**config.mk**
```make
export PLATFORM = sky130hd
export DESIGN_NAME = dias_alarm_status
export DESIGN_NICKNAME = d
export VERILOG_FILES = /design/src/dias_alarm_status.v
export VERILOG_INCLUDE_DIRS = /design/src
export SDC_FILE = /design/constraint.sdc
export NUM_CORES = 1
export LEC_CHECK = 0
export BUFFER_PORTS_ARGS = -buffer_cell sky130_fd_sc_hd__clkbuf_2
export CORE_ASPECT_RATIO = 1.75
export CORE_MARGIN = 5
export CORE_UTILIZATION = 39
export CTS_BUF_LIST = sky130_fd_sc_hd__clkbuf_8 sky130_fd_sc_hd__clkbuf_16
export DETAILED_ROUTE_END_ITERATION = 6
export RECOVER_POWER = 100
export SETUP_SLACK_MARGIN = 0.02
export SLEW_MARGIN = 20
export SYNTH_ARGS = -nofsm -noshare
export SYNTH_HDL_FRONTEND = slang
export SYNTH_SLANG_ARGS = --single-unit
```
**constraint.sdc**
```tcl
create_clock -name aclk -period 2.4 [get_ports aclk]
set_input_delay 0.36 -clock aclk [delete_from_list [all_inputs] [get_ports aclk]]
set_output_delay 0.36 -clock aclk [all_outputs]
set_load 0.02 [all_outputs]
```
**src/dias_defines.vh**
```
// Function
// - set bit 15 when the fifo write pointer shift register is all zeros
// - bits 13:11 report pointers two apart, one apart or colliding
// - set bit 10 when the converter sample clock has stopped
// - set bit 9 when the input data clock has stopped
// - bit 8 is or of clock losses and collision; outputs then midscale (here only while a shutdown enable is set)
// - set bit 7 when received pattern differs from programmed pattern
// - set bit 5 when the pll loses lock
// - set bit 4 on rising edge data parity error
// - set bit 3 on falling edge data parity error
// - set bit 2 on frame bit parity error
// - alarm bits have no fixed reset value and clear by software write (here they reset to zero)
// - bits 14, 6, 1 and 0 are reserved and never alarm
// - a 16-bit mask register suppresses masked alarms, reset all masked
`ifndef DIAS_DEFINES_VH
`define DIAS_DEFINES_VH
`define DIAS_IDX_STATUS   8'h05
`define DIAS_IDX_MASK     8'h07
`define DIAS_IDX_SHUT     8'h08
`define DIAS_ADDR_STATUS  8'h14
`define DIAS_ADDR_MASK    8'h1c
`define DIAS_ADDR_SHUT    8'h20
`define DIAS_MASK_RST     16'hffff
`define DIAS_SHUT_RST     3'h0
`define DIAS_MIDSCALE     16'h8000
`define DIAS_B_ZERO       15
`define DIAS_B_COLL       13
`define DIAS_B_ONE        12
`define DIAS_B_TWO        11
`define DIAS_B_SCLK       10
`define DIAS_B_DCLK       9
`define DIAS_B_OUT        8
`define DIAS_B_PAT        7
`define DIAS_B_PLL        5
`define DIAS_B_RPAR       4
`define DIAS_B_FPAR       3
`define DIAS_B_FRPAR      2
`define DIAS_RESV_MASK    16'h4043
`define DIAS_RESP_OKAY    2'b00
`define DIAS_RESP_SLVERR  2'b10
`endif

```
**src/dias_alarm_status.v**
```verilog
// Implementation choice: the AXI4-Lite register port.
`timescale 1ns/1ps
`include "dias_defines.vh"
module dias_alarm_status #(
   parameter PTR_W = 8
) (
   input  wire             aclk,
   input  wire             aresetn,
   input  wire [7:0]       s_axi_awaddr,
   input  wire             s_axi_awvalid,
   output reg              s_axi_awready,
   input  wire [31:0]      s_axi_wdata,
   input  wire [3:0]       s_axi_wstrb,
   input  wire             s_axi_wvalid,
   output reg              s_axi_wready,
   output reg  [1:0]       s_axi_bresp,
   output reg              s_axi_bvalid,
   input  wire             s_axi_bready,
   input  wire [7:0]       s_axi_araddr,
   input  wire             s_axi_arvalid,
   output reg              s_axi_arready,
   output reg  [31:0]      s_axi_rdata,
   output reg  [1:0]       s_axi_rresp,
   output reg              s_axi_rvalid,
   input  wire             s_axi_rready,
   input  wire [PTR_W-1:0] wr_ptr_sr,
   input  wire [2:0]       fifo_near,
   input  wire             sample_clk_lost,
   input  wire             data_clk_lost,
   input  wire             pattern_fail,
   input  wire             pll_unlock,
   input  wire             rise_parity_err,
   input  wire             fall_parity_err,
   input  wire             frame_parity_err,
   input  wire [15:0]      dac_data_in,
   output reg  [15:0]      dac_data_out,
   output reg              alarm_any
);

   // raw conditions arrive from other clock domains: two flops each
   reg  [PTR_W-1:0] ptr_s1_r;
   reg  [PTR_W-1:0] ptr_s2_r;
   reg  [2:0]       near_s1_r;
   reg  [2:0]       near_s2_r;
   reg  [6:0]       ev_s1_r;
   reg  [6:0]       ev_s2_r;
   // sticky alarm bits, one flop each
   reg              zero_r;
   reg              coll_r;
   reg              one_r;
   reg              two_r;
   reg              sclk_r;
   reg              dclk_r;
   reg              out_r;
   reg              pat_r;
   reg              pll_r;
   reg              rpar_r;
   reg              fpar_r;
   reg              frpar_r;
   reg  [15:0]      mask_r;
   reg  [2:0]       shut_en_r;
   reg  [7:0]       aw_r;
   reg  [31:0]      wd_r;
   reg  [3:0]       ws_r;
   reg              aw_ok_r;
   reg              w_ok_r;
   wire             zero_set;
   wire             coll_set;
   wire             one_set;
   wire             two_set;
   wire             sclk_set;
   wire             dclk_set;
   wire             out_gone;
   wire             pat_set;
   wire             pll_set;
   wire             rpar_set;
   wire             fpar_set;
   wire             frpar_set;
   wire [15:0]      stat_img;
   wire [15:0]      clr;
   wire             do_wr;
   wire             shut_now;

   // byte address with the two lane bits dropped
   function [7:0] word_addr;
      input [7:0] addr;
      begin
         word_addr = {addr[7:2], 2'b00};
      end
   endfunction

   // true when an aligned address names one of the three registers
   function reg_mapped;
      input [7:0] addr;
      begin
         reg_mapped = (addr == `DIAS_ADDR_STATUS) ||
                      (addr == `DIAS_ADDR_MASK) ||
                      (addr == `DIAS_ADDR_SHUT);
      end
   endfunction

   // write-one-to-clear bits, only from lanes whose strobe is set
   function [15:0] clr_bits;
      input [3:0]  strb;
      input [31:0] data;
      begin
         clr_bits = {strb[1] ? data[15:8] : 8'h00,
                     strb[0] ? data[7:0]  : 8'h00};
      end
   endfunction

   // next value of one sticky bit: a set in the clearing cycle wins
   function sticky;
      input old;
      input set;
      input clear;
      begin
         sticky = set | (old & ~clear);
      end
   endfunction

   // pointer word: bits are not sampled together, so a moving pointer
   // may briefly look all zero; only a stuck pointer is meaningful
   always @(posedge aclk) begin
      ptr_s1_r <= wr_ptr_sr;
      ptr_s2_r <= ptr_s1_r;
   end

   // fifo nearness levels
   always @(posedge aclk) begin
      near_s1_r <= fifo_near;
      near_s2_r <= near_s1_r;
   end

   // single-bit alarm sources, pulses must last one clock to be seen
   always @(posedge aclk) begin
      ev_s1_r <= {sample_clk_lost, data_clk_lost, pattern_fail,
                  pll_unlock, rise_parity_err, fall_parity_err,
                  frame_parity_err};
      ev_s2_r <= ev_s1_r;
   end

   // map synchronised conditions onto their status bits
   assign zero_set  = (ptr_s2_r == {PTR_W{1'b0}});
   assign coll_set  = near_s2_r[2];
   assign one_set   = near_s2_r[1] & ~near_s2_r[2];
   assign two_set   = near_s2_r[0] & ~near_s2_r[1] & ~near_s2_r[2];
   assign sclk_set  = ev_s2_r[6];
   assign dclk_set  = ev_s2_r[5];
   assign out_gone  = sclk_set | dclk_set | coll_set;
   assign pat_set   = ev_s2_r[4];
   assign pll_set   = ev_s2_r[3];
   assign rpar_set  = ev_s2_r[2];
   assign fpar_set  = ev_s2_r[1];
   assign frpar_set = ev_s2_r[0];

   // write channel: address and data captured in either order
   assign do_wr = aw_ok_r & w_ok_r & ~s_axi_bvalid;
   assign clr   = (do_wr && aw_r == `DIAS_ADDR_STATUS) ?
                  clr_bits(ws_r, wd_r) : 16'h0000;

   // pointer all zeros: write side stuck until resync
   always @(posedge aclk) begin
      if (!aresetn)
         zero_r <= 1'b0;
      else
         zero_r <= sticky(zero_r, zero_set, clr[`DIAS_B_ZERO]);
   end

   // pointer collision
   always @(posedge aclk) begin
      if (!aresetn)
         coll_r <= 1'b0;
      else
         coll_r <= sticky(coll_r, coll_set, clr[`DIAS_B_COLL]);
   end

   // pointers one apart
   always @(posedge aclk) begin
      if (!aresetn)
         one_r <= 1'b0;
      else
         one_r <= sticky(one_r, one_set, clr[`DIAS_B_ONE]);
   end

   // pointers two apart
   always @(posedge aclk) begin
      if (!aresetn)
         two_r <= 1'b0;
      else
         two_r <= sticky(two_r, two_set, clr[`DIAS_B_TWO]);
   end

   // converter sample clock stopped
   always @(posedge aclk) begin
      if (!aresetn)
         sclk_r <= 1'b0;
      else
         sclk_r <= sticky(sclk_r, sclk_set, clr[`DIAS_B_SCLK]);
   end

   // input data clock stopped
   always @(posedge aclk) begin
      if (!aresetn)
         dclk_r <= 1'b0;
      else
         dclk_r <= sticky(dclk_r, dclk_set, clr[`DIAS_B_DCLK]);
   end

   // output shutdown summary, set by the raw or of its causes
   always @(posedge aclk) begin
      if (!aresetn)
         out_r <= 1'b0;
      else
         out_r <= sticky(out_r, out_gone, clr[`DIAS_B_OUT]);
   end

   // pattern mismatch
   always @(posedge aclk) begin
      if (!aresetn)
         pat_r <= 1'b0;
      else
         pat_r <= sticky(pat_r, pat_set, clr[`DIAS_B_PAT]);
   end

   // pll lost lock
   always @(posedge aclk) begin
      if (!aresetn)
         pll_r <= 1'b0;
      else
         pll_r <= sticky(pll_r, pll_set, clr[`DIAS_B_PLL]);
   end

   // rising edge parity
   always @(posedge aclk) begin
      if (!aresetn)
         rpar_r <= 1'b0;
      else
         rpar_r <= sticky(rpar_r, rpar_set, clr[`DIAS_B_RPAR]);
   end

   // falling edge parity
   always @(posedge aclk) begin
      if (!aresetn)
         fpar_r <= 1'b0;
      else
         fpar_r <= sticky(fpar_r, fpar_set, clr[`DIAS_B_FPAR]);
   end

   // frame bit parity
   always @(posedge aclk) begin
      if (!aresetn)
         frpar_r <= 1'b0;
      else
         frpar_r <= sticky(frpar_r, frpar_set, clr[`DIAS_B_FRPAR]);
   end

   // status image; alarms restart from zero, the part has no fixed value
   assign stat_img = {zero_r, 1'b0, coll_r, one_r, two_r, sclk_r, dclk_r,
                      out_r, pat_r, 1'b0, pll_r, rpar_r, fpar_r, frpar_r,
                      2'b00};

   // shutdown forces midscale while enabled causes remain latched
   assign shut_now = (shut_en_r[0] & sclk_r) |
                     (shut_en_r[1] & dclk_r) |
                     (shut_en_r[2] & coll_r);

   // software settings: alarm mask and shutdown enables
   always @(posedge aclk) begin
      if (!aresetn) begin
         mask_r    <= `DIAS_MASK_RST;
         shut_en_r <= `DIAS_SHUT_RST;
      end else begin
         if (do_wr && aw_r == `DIAS_ADDR_MASK) begin
            if (ws_r[0]) mask_r[7:0]  <= wd_r[7:0];
            if (ws_r[1]) mask_r[15:8] <= wd_r[15:8];
         end
         if (do_wr && aw_r == `DIAS_ADDR_SHUT && ws_r[0])
            shut_en_r <= wd_r[2:0];
      end
   end

   // outputs; a live cause also forces midscale while any shutdown enable
   // is set, so the converter is quiet in the same cycle the bit latches
   always @(posedge aclk) begin
      if (!aresetn) begin
         dac_data_out <= `DIAS_MIDSCALE;
         alarm_any    <= 1'b0;
      end else begin
         alarm_any    <= |(stat_img & ~mask_r);
         dac_data_out <= (shut_now | (out_gone & |shut_en_r)) ?
                         `DIAS_MIDSCALE : dac_data_in;
      end
   end

   // axi write handshake, one transfer at a time
   always @(posedge aclk) begin
      if (!aresetn) begin
         s_axi_awready <= 1'b1;
         s_axi_wready  <= 1'b1;
         s_axi_bvalid  <= 1'b0;
         s_axi_bresp   <= `DIAS_RESP_OKAY;
         aw_ok_r       <= 1'b0;
         w_ok_r        <= 1'b0;
         aw_r          <= 8'h00;
         wd_r          <= 32'h00000000;
         ws_r          <= 4'h0;
      end else begin
         if (s_axi_awvalid && s_axi_awready) begin
            aw_r          <= word_addr(s_axi_awaddr);
            aw_ok_r       <= 1'b1;
            s_axi_awready <= 1'b0;
         end
         if (s_axi_wvalid && s_axi_wready) begin
            wd_r         <= s_axi_wdata;
            ws_r         <= s_axi_wstrb;
            w_ok_r       <= 1'b1;
            s_axi_wready <= 1'b0;
         end
         if (do_wr) begin
            aw_ok_r      <= 1'b0;
            w_ok_r       <= 1'b0;
            s_axi_bvalid <= 1'b1;
            s_axi_bresp  <= reg_mapped(aw_r) ?
                            `DIAS_RESP_OKAY : `DIAS_RESP_SLVERR;
         end
         if (s_axi_bvalid && s_axi_bready) begin
            s_axi_bvalid  <= 1'b0;
            s_axi_awready <= 1'b1;
            s_axi_wready  <= 1'b1;
         end
      end
   end

   // axi read: one cycle after the address is taken
   always @(posedge aclk) begin
      if (!aresetn) begin
         s_axi_arready <= 1'b1;
         s_axi_rvalid  <= 1'b0;
         s_axi_rdata   <= 32'h00000000;
         s_axi_rresp   <= `DIAS_RESP_OKAY;
      end else begin
         if (s_axi_arvalid && s_axi_arready) begin
            s_axi_arready <= 1'b0;
            s_axi_rvalid  <= 1'b1;
            s_axi_rresp   <= `DIAS_RESP_OKAY;
            case (word_addr(s_axi_araddr))
               `DIAS_ADDR_STATUS: s_axi_rdata <= {16'h0000, stat_img};
               `DIAS_ADDR_MASK:   s_axi_rdata <= {16'h0000, mask_r};
               `DIAS_ADDR_SHUT:   s_axi_rdata <= {29'h0, shut_en_r};
               default: begin
                  s_axi_rdata <= 32'h00000000;
                  s_axi_rresp <= `DIAS_RESP_SLVERR;
               end
            endcase
         end
         if (s_axi_rvalid && s_axi_rready) begin
            s_axi_rvalid  <= 1'b0;
            s_axi_arready <= 1'b1;
         end
      end
   end

endmodule

```
# Word level (Yosys, flattened, before mapping)
# Index checks and enable logic that the tools add are counted.
# totals
ff_bits	151
elab_cells	125
# classes
bitwise	56
n_eq_ne	6
reduce_logical	21
n_mux	6
# ops
cell	count
16-bit one-hot mux with 3 select lines	1
6-bit by 3-bit equality test with 1-bit output (second input constant)	4
1-bit bitwise AND	21
1-bit OR	17
16-bit bitwise AND	1
16-bit 2-to-1 mux	1
8-bit 2-to-1 mux	2
1-bit NOT	16
16-bit NOT	1
16-bit OR reduction	1
6-bit by 4-bit equality test with 1-bit output (second input constant)	2
1-bit logical AND	9
8-bit zero test	1
2-bit OR reduction	4
3-bit OR reduction	2
2-bit 2-to-1 mux	2
2-bit AND reduction	2
1-bit logical OR	2

# Logic depth before layout (Yosys ltp)
# Gate-level depths: netlist (run 1).
# logic_depth
depth_word	7
mapped_depth	5
mapped_depth_nobuf	3

# Worst setup path after synthesis (run 1)
# No wires, ideal clock.
# synth_timing
path_type	flip-flop to flip-flop
startpoint	register aw_r[7]
endpoint	register mask_r[2]
stages_incl_launch_ff	6
slack_ps	554
synth_period_minus_slack_ps	1846
t_arrival_ps	1727
path_buffers	2
path_cell_list	dfxtp_1 or4b_4 buf_6 buf_6 o41a_1 a211o_1
# synth_via
elab_chain_len	3
# synth_lines
item	line	source
start: declaration	dias_alarm_status.v:62	reg [7:0] aw_r;
start signal: assignment	dias_alarm_status.v:310	aw_r <= word_addr(s_axi_awaddr);
6-bit by 3-bit equality test with 1-bit output (no source line)	--	
1-bit logical AND (no source line)	--	
2-bit AND reduction (no source line)	--	
end signal: assignment	dias_alarm_status.v:271	mask_r <= `DIAS_MASK_RST;
end signal: assignment	dias_alarm_status.v:275	if (ws_r[0]) mask_r[7:0] <= wd_r[7:0];
end: declaration	dias_alarm_status.v:60	reg [15:0] mask_r;
# Every way passes these cells.
# A chain may end at the register's enable or synchronous reset.

# Worst setup path in the final report (run 1)
# layout_timing
startpoint	register aw_r[7]
endpoint	register mask_r[6]
# Same word-level chain as after synthesis.

==> results of run 1 <==
[worst max-delay path, delay by kind of cell, from the launching register on]
kind / cells / cell delay (ps)
AOI/OAI and AO/OA: 1 / 110
and+or+nand+nor: 2 / 1170
buffers and inverters: 1 / 310
DFF: 1 / 320
[synthesized netlist by cell type, drive strengths merged, types with 2 or more instances]
cell type / instances / area share, %
a2111oi: 3 / 0.55
a211o: 11 / 2.0
a21oi: 44 / 4.6
a311oi: 2 / 0.37
a31oi: 7 / 0.92
a41oi: 5 / 0.92
and2: 17 / 2.2
buf: 25 / 3.7
clkbuf: 22 / 1.7
clkinv: 2 / 0.16
dfxtp: 133 / 56
inv: 19 / 1.5
mux2: 13 / 3.1
mux2i: 3 / 0.63
nand2: 70 / 5.5
nand2b: 2 / 0.26
nand3: 11 / 1.2
nand4: 14 / 1.8
nor2: 7 / 0.55
nor2b: 10 / 1.3
nor4: 6 / 1.3
o211ai: 5 / 0.79
o21ai: 13 / 1.4
o31ai: 2 / 0.32
o41a: 11 / 2.6
o41ai: 6 / 1.1
or4: 5 / 0.79
or4b: 2 / 0.50
[state kept, by name, indices dropped and copies added (netlist names), 2 cells and up]
signal / cells
aw_r: 6
shut_en_r: 3
mask_r: 16
dac_data_out: 16
s_axi_rdata: 16
near_s1_r: 3
ws_r: 2
ev_s2_r: 7
ptr_s1_r: 8
ev_s1_r: 7
ptr_s2_r: 8
near_s2_r: 3
wd_r: 16
[cell type report]
| class | instances | area, um2 |
|---|---|---|
| inverters | 21 | 78.83 |
| flip-flops and latches | 133 | 2663 |
| clock inverters | 14 | 105.1 |
| multi-input cells | 300 | 1804 |
| repair buffers | 118 | 555.5 |
| well taps | 165 | 206.4 |
| fillers | 1183 | 6151 |
| clock buffers | 18 | 439.2 |
[per-layer routing]
metal	share of wire (%)	GRT usage, %
met5	0	0
met4	3.0	7.757
met3	5.2	4.585
met2	52	27.82
met1	40	17.04
[power groups by stage]
stage | sequential [uW] | clock (uW) | combinational, uW
after floorplan | 2430 | 0 | 222
after global placement | 2410 | 0 | 340
after detailed placement | 2420 | 0 | 348
after CTS | 2370 | 2380 | 350
after global routing | 2380 | 2480 | 377
final | 2370 | 2320 | 338
[logic make-up (layout without fill, tap and decap cells)]
group | after synthesis | after routing | synth area share [%]
mux | 16 | 16 | 3.707
compound gates | 113 | 113 | 16.27
flops | 133 | 133 | 55.94
simple gates | 153 | 153 | 16.90
other cells | 1 | 18 | 0.07879
buf+inv | 68 | 171 | 7.098
[metrics by stage]
stage	std cells	setup WS, ps	total power, uW
2_1_floorplan	501	553.6	2649
3_3_place_gp	737	537.5	2754
3_5_place_dp	737	469.7	2766
4_1_cts	769	470.6	5097
5_1_grt	769	197.2	5237
6_report	769	298.7	5031
[path summary, 6_finish.rpt]
kind	start	end	slack (ps)	cells after the start
worst min-delay path	wr_ptr_sr[2]	ptr_s1_r[2]$_DFF_P_	50	1
worst max-delay path	aw_r[7]$_SDFFE_PN0P_	mask_r[6]$_SDFFE_PN1P_	300	4
worst max register to register	aw_r[7]$_SDFFE_PN0P_	mask_r[6]$_SDFFE_PN1P_	300	4
worst min register to register	ev_s1_r[3]$_DFF_P_	ev_s2_r[3]$_DFF_P_	330	0
==> results.json, run 1 <==
{
  "status": "completed",
  "worstPathRequired_ps": 2630,
  "max_cap_violations": 0,
  "crit_chain": "or4b_4 -> nor4_1 -> clkbuf_1 -> o211ai_1",
  "core_um2": 12000,
  "rows": 53,
  "cts_htree_levels": 4,
  "ys_ff_latch": 133,
  "p_int_uw": 3782,
  "p_sw_uw": 1249,
  "vdd_drop_max_v": 0.0005537,
  "synthesis.area_um2": 4760,
  "p_comb_share_pct": 6.7,
  "layout_common_cells": "133 x dfxtp_1, 70 x nand2_1, 68 x clkbuf_2, 46 x clkbuf_1, 44 x a21oi_1",
  "grt_use_total_pct": 15.80,
  "grt_max_degree": 59,
  "synth_edf_count": 0,
  "powerDensity_nw_per_um2": 859.7,
  "cts_resized": 0,
  "die_y_um": 156.1,
  "fin_nets": 684,
  "antenna_cells": 0,
  "clockBufferDepth": 2,
  "design.die.area_um2": 14600,
  "cts_hold_buf": 0,
  "report.final.slew_viol_count": 0,
  "p_leak_uw": 0.002273,
  "cts_tree": "done",
  "period_minus_slack_ps": 2101,
  "critPathMaxFanout": 21,
  "dr.pass1.iters": 5,
  "layout-drive-gt1-share_pct": 19.87,
  "die_w_um": 93.51,
  "grt_pass1_wl_um": 18100,
  "place_congestion": 0.7649,
  "final_hold_viol_count": 0,
  "ant_nets": 0,
  "drt_iter0_markers": 136,
  "viasPerCell": 4.870,
  "yosysUniqueCellTypes": 46,
  "wl_per_cell_um": 14.66,
  "hold_ws_ps": 46.51,
  "initial_core_util_pct": 39.65,
  "ys_seq_area_share_pct": 55.94,
  "finalCritPeriodShare_pct": 87.56,
  "mostFrequentLayoutCell": "dfxtp_1",
  "hold_path_class": "input pin to flop",
  "finalWirelength_um": 11280,
  "p_sw_share_pct": 24.82,
  "p_seq_share_pct": 47.1,
  "clk_latency_ps": 410,
  "critPathLaunchType": "flop",
  "synth_area_per_cell_um2": 9.834,
  "grt_pass1_vias": 3748,
  "cts_buffers": 17,
  "skew_ps": 6.380,
  "final_util_pct": 48.75,
  "synthToLayoutAreaGrowth_pct": 22.95,
  "setup_viol": 0,
  "p_clk_share_pct": 46.2,
  "critical_path.max_stage_delay_ps": 670,
  "synth-async-reset-ratio_pct": 0,
  "max_freq_mhz": 475.9,
  "synth_cells": 484,
  "post_cts_buffers": 0,
  "max_slew_margin_pct": 24.29,
  "ys.flop_type": "dfxtp_1",
  "path_clk_slew_ps": 60,
  "cts.sinks": 133,
  "overflow": 0,
  "io_pins": 151,
  "yosys_warnings": 0,
  "cp_slowest_cell": "or4b_4",
  "critPathKind": "flop to flop",
  "dpl.hpwl_um": 8214,
  "drc_errors": 0,
  "fin_area_um2": 5852,
  "grt_setup_unrepaired": "no",
  "antenna_found_initial": 0,
  "tightest_slew_ps": 1136,
  "vias": 3745,
  "cp-end-kind": "flop",
  "place_area_um2": 5394,
  "tns_ps": 0,
  "io_buffer_count": 110,
  "arrival_ps": 2330,
  "cts-root-buf": "clkbuf_16"
}
No activity file was read; power rests on OpenSTA's default activity.
==> run 2, diff against run 1 <==
--- a/config.mk
+++ b/config.mk
@@ -10,7 +10,7 @@
 export CORE_ASPECT_RATIO = 1.75
 export CORE_MARGIN = 5
 export CORE_UTILIZATION = 39
-export CTS_BUF_LIST = sky130_fd_sc_hd__clkbuf_8 sky130_fd_sc_hd__clkbuf_16
+export CTS_BUF_LIST = sky130_fd_sc_hd__clkbuf_8
 export DETAILED_ROUTE_END_ITERATION = 6
 export RECOVER_POWER = 100
 export SETUP_SLACK_MARGIN = 0.02
==> run 2 against run 1 <==
Against the previous run:
- routed wire length down 1.5%
- non-clock buffer count is 15 higher
- hold slack worse by 16 ps
- utilization down 0.44 points
- die area unchanged
- critical path depth stayed put
==> results.json, run 2 (same netlist as run 1, synthesis figures left out) <==
{
  "dr.pass1.iters": 4,
  "final_hold_viol_count": 0,
  "finalCritPeriodShare_pct": 87.79,
  "grt_setup_unrepaired": "no",
  "clockBufferDepth": 2,
  "cp-end-kind": "flop",
  "synthToLayoutAreaGrowth_pct": 21.85,
  "arrival_ps": 2360,
  "vias": 3821,
  "met1_length_um": 4343,
  "antenna_cells": 0,
  "vdd_drop_max_v": 0.0004646,
  "critPathLaunchType": "flop",
  "final-seq-area_um2": 2663,
  "status": "completed",
  "max_slew_margin_pct": 25.24,
  "report.final.slew_viol_count": 0,
  "dp_slack_ps": 469.7,
  "fin_ws_ps": 293.1,
  "place_area_um2": 5394,
  "powerDensity_nw_per_um2": 748.9,
  "multi_input_area_um2": 1804,
  "rows": 53,
  "layout-drive-gt1-share_pct": 19.55,
  "cts-root-buf": "clkbuf_8",
  "hold_path_class": "input pin to flop",
  "die_w_um": 93.51,
  "io_pins": 151,
  "numPlacedInstances": 737,
  "wl_per_cell_um": 14.17,
  "max_cap_violations": 0,
  "design.die.area_um2": 14600,
  "grt_pass1_wl_um": 18040,
  "tightest_slew_ps": 1121,
  "drc_errors": 0,
  "p_leak_uw": 0.002246,
  "clk_latency_ps": 430,
  "ant_nets": 0,
  "path_clk_slew_ps": 80,
  "overflow": 0,
  "post_cts_buffers": 0,
  "grt_use_total_pct": 15.67,
  "core_um2": 12000,
  "setup_viol": 0,
  "route.met2.wl_um": 5829,
  "critPathMaxFanout": 21,
  "antenna_found_initial": 0,
  "max_freq_mhz": 474.6,
  "grt_pass1_vias": 3815,
  "worstPathRequired_ps": 2650,
  "tns_ps": 0,
  "routed.top_layer": "met4",
  "initial_core_util_pct": 39.65,
  "skew_ps": 10.22,
  "viasPerCell": 4.874,
  "dpl.hpwl_um": 8214,
  "critPathKind": "flop to flop",
  "place_congestion": 0.7649,
  "cts_buffers": 17,
  "period_minus_slack_ps": 2107,
  "io_buffer_count": 110,
  "die_y_um": 156.1,
  "finalWirelength_um": 11110,
  "layout_common_cells": "133 x dfxtp_1, 70 x nand2_1, 69 x clkbuf_2, 45 x clkbuf_1, 44 x a21oi_1",
  "wl_met3_um": 598,
  "stdcell_count": 784,
  "fin_nets": 699,
  "mostFrequentLayoutCell": "dfxtp_1",
  "cts_htree_levels": 4,
  "fin_area_um2": 5799,
  "grt_max_degree": 59,
  "drt_iter0_markers": 123,
  "cts_tree": "done",
  "cts.sinks": 133,
  "fill_cells": 1197
}
==> run 2: layout make-up <==
| class | instances | share of cell area, % |
|---|---|---|
| Clock buffer | 18 | 4.272 |
| Clock inverter | 14 | 1.812 |
| Inverter | 21 | 1.359 |
| Multi-Input combinational cell | 300 | 31.11 |
| Sequential cell | 133 | 45.91 |
| Tap cell | 165 | 3.560 |
| Timing Repair Buffer | 133 | 11.97 |
==> run 2: metal layers <==
metal,global-route usage [%],vias to the layer above
li1,-,1928
met1,16.88,1770
met2,27.82,107
met3,4.392,16
met4,7.477,0
met5,0,-
==> run 2: path summary, 6_finish.rpt <==
kind | startpoint | to | slack (ps) | cells past startpoint
min reg2reg | ptr_s1_r[6]$_DFF_P_ | ptr_s2_r[6]$_DFF_P_ | 330 | 0
max | aw_r[7]$_SDFFE_PN0P_ | mask_r[3]$_SDFFE_PN1P_ | 290 | 4
min | wr_ptr_sr[6] | ptr_s1_r[6]$_DFF_P_ | 30 | 1
max reg2reg | aw_r[7]$_SDFFE_PN0P_ | mask_r[3]$_SDFFE_PN1P_ | 290 | 4
==> run 2: report_power, final <==
part | internal, uW | total, uW | switching [uW]
Combinational | 137 | 353 | 216
Sequential | 2300 | 2370 | 61.7
Clock | 747 | 1620 | 878
==> run 2: through the flow <==
stage          power (uW)  hold WS [ps]  utilization [%]
2_1_floorplan        2649         309.6                -
3_3_place_gp         2754         312.5            44.94
3_5_place_dp         2766         312.1            44.94
4_1_cts              4417        0.7797            48.96
5_1_grt              4557        0.6868            48.32
6_report             4343         30.58            48.32
==> run 2: critical path: stages (launching register included) <==
cell      delay, ps
dfxtp_1         320
or4b_4          670
nor4_1          500
clkbuf_1        320
o211ai_1        110
==> run 2: what timing repair did <==
action | 4_1_cts | 5_1_grt
setup endpoints to repair | 0 | 0
hold buffers | 13 | 2
endpoints found under the hold margin | 13 | 2
gates resized for setup | 0 | 0
==> run 3, diff against run 2 <==
--- a/config.mk
+++ b/config.mk
@@ -9,10 +9,11 @@
 export BUFFER_PORTS_ARGS = -buffer_cell sky130_fd_sc_hd__clkbuf_2
 export CORE_ASPECT_RATIO = 1.75
 export CORE_MARGIN = 5
-export CORE_UTILIZATION = 39
+export CORE_UTILIZATION = 45
 export CTS_BUF_LIST = sky130_fd_sc_hd__clkbuf_8
 export DETAILED_ROUTE_END_ITERATION = 6
-export RECOVER_POWER = 100
+export PLACE_DENSITY = 0.72
+export RECOVER_POWER = 50
 export SETUP_SLACK_MARGIN = 0.02
 export SLEW_MARGIN = 20
 export SYNTH_ARGS = -nofsm -noshare
==> run 3 against run 2 <==
Against the previous run:
- design area rose by 1.5%
- flip-flop and latch count did not move
- critical endpoint is now s_axi_wready$_SDFFE_PP1P_
- fmax rose by 5.1%
- non-clock buffer count did not move
- first-iteration DRC count rose by 85%
- hold slack improved by 0.64 ps
- sequential power barely moved
- largest power group unchanged
- routed wire length fell by 0.25%
==> results.json, run 3 (same netlist as run 1, synthesis figures left out) <==
{
  "grt_pass1_wl_um": 17880,
  "place_congestion": 0.8066,
  "finalWirelength_um": 11080,
  "hold_path_class": "input pin to flop",
  "hold_ws_ps": 31.22,
  "worstPathRequired_ps": 2750,
  "cts.sinks": 133,
  "status": "completed",
  "ant_nets": 0,
  "cts_tree": "done",
  "post_cts_buffers": 0,
  "finalCritPeriodShare_pct": 83.54,
  "critPathMaxFanout": 40,
  "hold_path_end": "ev_s1_r[3]$_DFF_P_",
  "dpl.hpwl_um": 8138,
  "cts_resized": 0,
  "wl_met3_um": 679,
  "cts_htree_levels": 4,
  "met1_length_um": 4103,
  "vias": 3821,
  "grt_max_degree": 41,
  "overflow": 0,
  "hold_start": "pll_unlock",
  "wl_per_cell_um": 14.85,
  "r2r_setup_slack_ps": 530,
  "fin_nets": 699,
  "final_util_pct": 57.14,
  "cp-end-kind": "flop",
  "powerDensity_nw_per_um2": 797.3,
  "drc_errors": 0,
  "report.final.slew_viol_count": 0,
  "clk_latency_ps": 430,
  "min_path_cells": 1,
  "drt_iter0_markers": 227,
  "path_clk_slew_ps": 70,
  "r2r_cells": 4,
  "max_cap_violations": 0,
  "grt_pass1_vias": 3785,
  "synthToLayoutAreaGrowth_pct": 23.66,
  "rows": 49,
  "critPathKind": "input pin to flop",
  "period_minus_slack_ps": 2005,
  "arrival_ps": 2350,
  "route.met2.wl_um": 6065,
  "design.die.area_um2": 12810,
  "numPlacedInstances": 699,
  "critPathLaunchType": "input pin",
  "setup_viol": 0,
  "die_y_um": 146.1,
  "die_w_um": 87.74,
  "p_leak_uw": 0.002370,
  "cts_hold_buf": 15,
  "stdcell_count": 746,
  "max_slew_margin_pct": 2.809,
  "mostFrequentLayoutCell": "dfxtp_1",
  "grt_use_total_pct": 17.92,
  "cts_buffers": 17,
  "layout-drive-gt1-share_pct": 22.78,
  "core_um2": 10300,
  "final_hold_viol_count": 0,
  "antenna_found_initial": 0,
  "layout_common_cells": "133 x dfxtp_1, 83 x clkbuf_2, 70 x nand2_1, 44 x a21oi_1, 27 x clkbuf_1",
  "io_buffer_count": 110,
  "viasPerCell": 5.122,
  "tightest_slew_ps": 1455,
  "cts-root-buf": "clkbuf_8",
  "routed.top_layer": "met4",
  "tns_ps": 0,
  "initial_core_util_pct": 46.21,
  "r2r_end": "mask_r[3]$_SDFFE_PN1P_",
  "vdd_drop_max_v": 0.0005860,
  "max_freq_mhz": 498.7,
  "grt_setup_unrepaired": "no",
  "io_pins": 151,
  "clockBufferDepth": 2,
  "antenna_cells": 0,
  "finalPower_uw": 4692,
  "dr.pass1.iters": 4,
  "rr_startpoint": "aw_r[3]$_SDFFE_PN0P_",
  "skew_ps": 11.08
}
==> run 3: cell count changes in the layout (fill, tap and decap cells not counted), moves of 3 or more <==
cell        change
clkinvlp_4      -4
nor4_1          -3
and2_1          +4
nor4_2          +3
bufinv_16       +3
clkbuf_1       -18
clkbuf_2       +14
and2_0          -4
buf_4           +4
==> run 3: how the worst max path moves through the flow <==
stage | from | end | slack [ps] | cells after the start
after CTS | aw_r[3]$_SDFFE_PN0P_ | mask_r[3]$_SDFFE_PN1P_ | 520 | 4
after floorplan | aw_r[7]$_SDFFE_PN0P_ | mask_r[2]$_SDFFE_PN1P_ | 550 | 5
after global placement | aw_r[7]$_SDFFE_PN0P_ | mask_r[10]$_SDFFE_PN1P_ | 580 | 4
after global routing | aresetn | s_axi_wready$_SDFFE_PP1P_ | 240 | 5
final | aresetn | s_axi_wready$_SDFFE_PP1P_ | 390 | 5
after detailed placement | aw_r[3]$_SDFFE_PN0P_ | mask_r[3]$_SDFFE_PN1P_ | 520 | 4
==> run 3: cell type report <==
class | count | area, um2
inverters | 21 | 78.83
well taps | 127 | 158.9
clock buffers | 19 | 261.5
fillers | 921 | 4414
repair buffers | 133 | 732.0
flip-flops and latches | 133 | 2663
multi-input cells | 300 | 1823
clock inverters | 13 | 168.9
==> run 3: worst max-delay path: stages <==
cell	delay, ps
clkbuf_1	80
inv_1	400
dlymetal6s2s_1	1160
a21oi_1	160
o21ai_0	160
==> run 3: power by group <==
group          leakage [uW]  switching [uW]  internal (uW)  total, uW
Combinational       0.00106             219            141        360
Clock              0.000212             869           1100       1970
Sequential          0.00110            62.6           2300       2370
Total               0.00237            1150           3540       4690
==> run 3: stage by stage <==
stage          area, um2  worst slack, ps
2_1_floorplan       4823            553.6
6_report            5886            394.9
4_1_cts             5927            522.3
3_5_place_dp        5346            518.2
5_1_grt             5886            240.4
3_3_place_gp        5346            580.7
==> run 3: routing by layer <==
layer | vias to the layer above | track usage [%]
li1 | 1931 | -
met3 | 15 | 5.186
met2 | 118 | 31.61
met5 | - | 0
met4 | 0 | 7.911
met1 | 1757 | 19.26
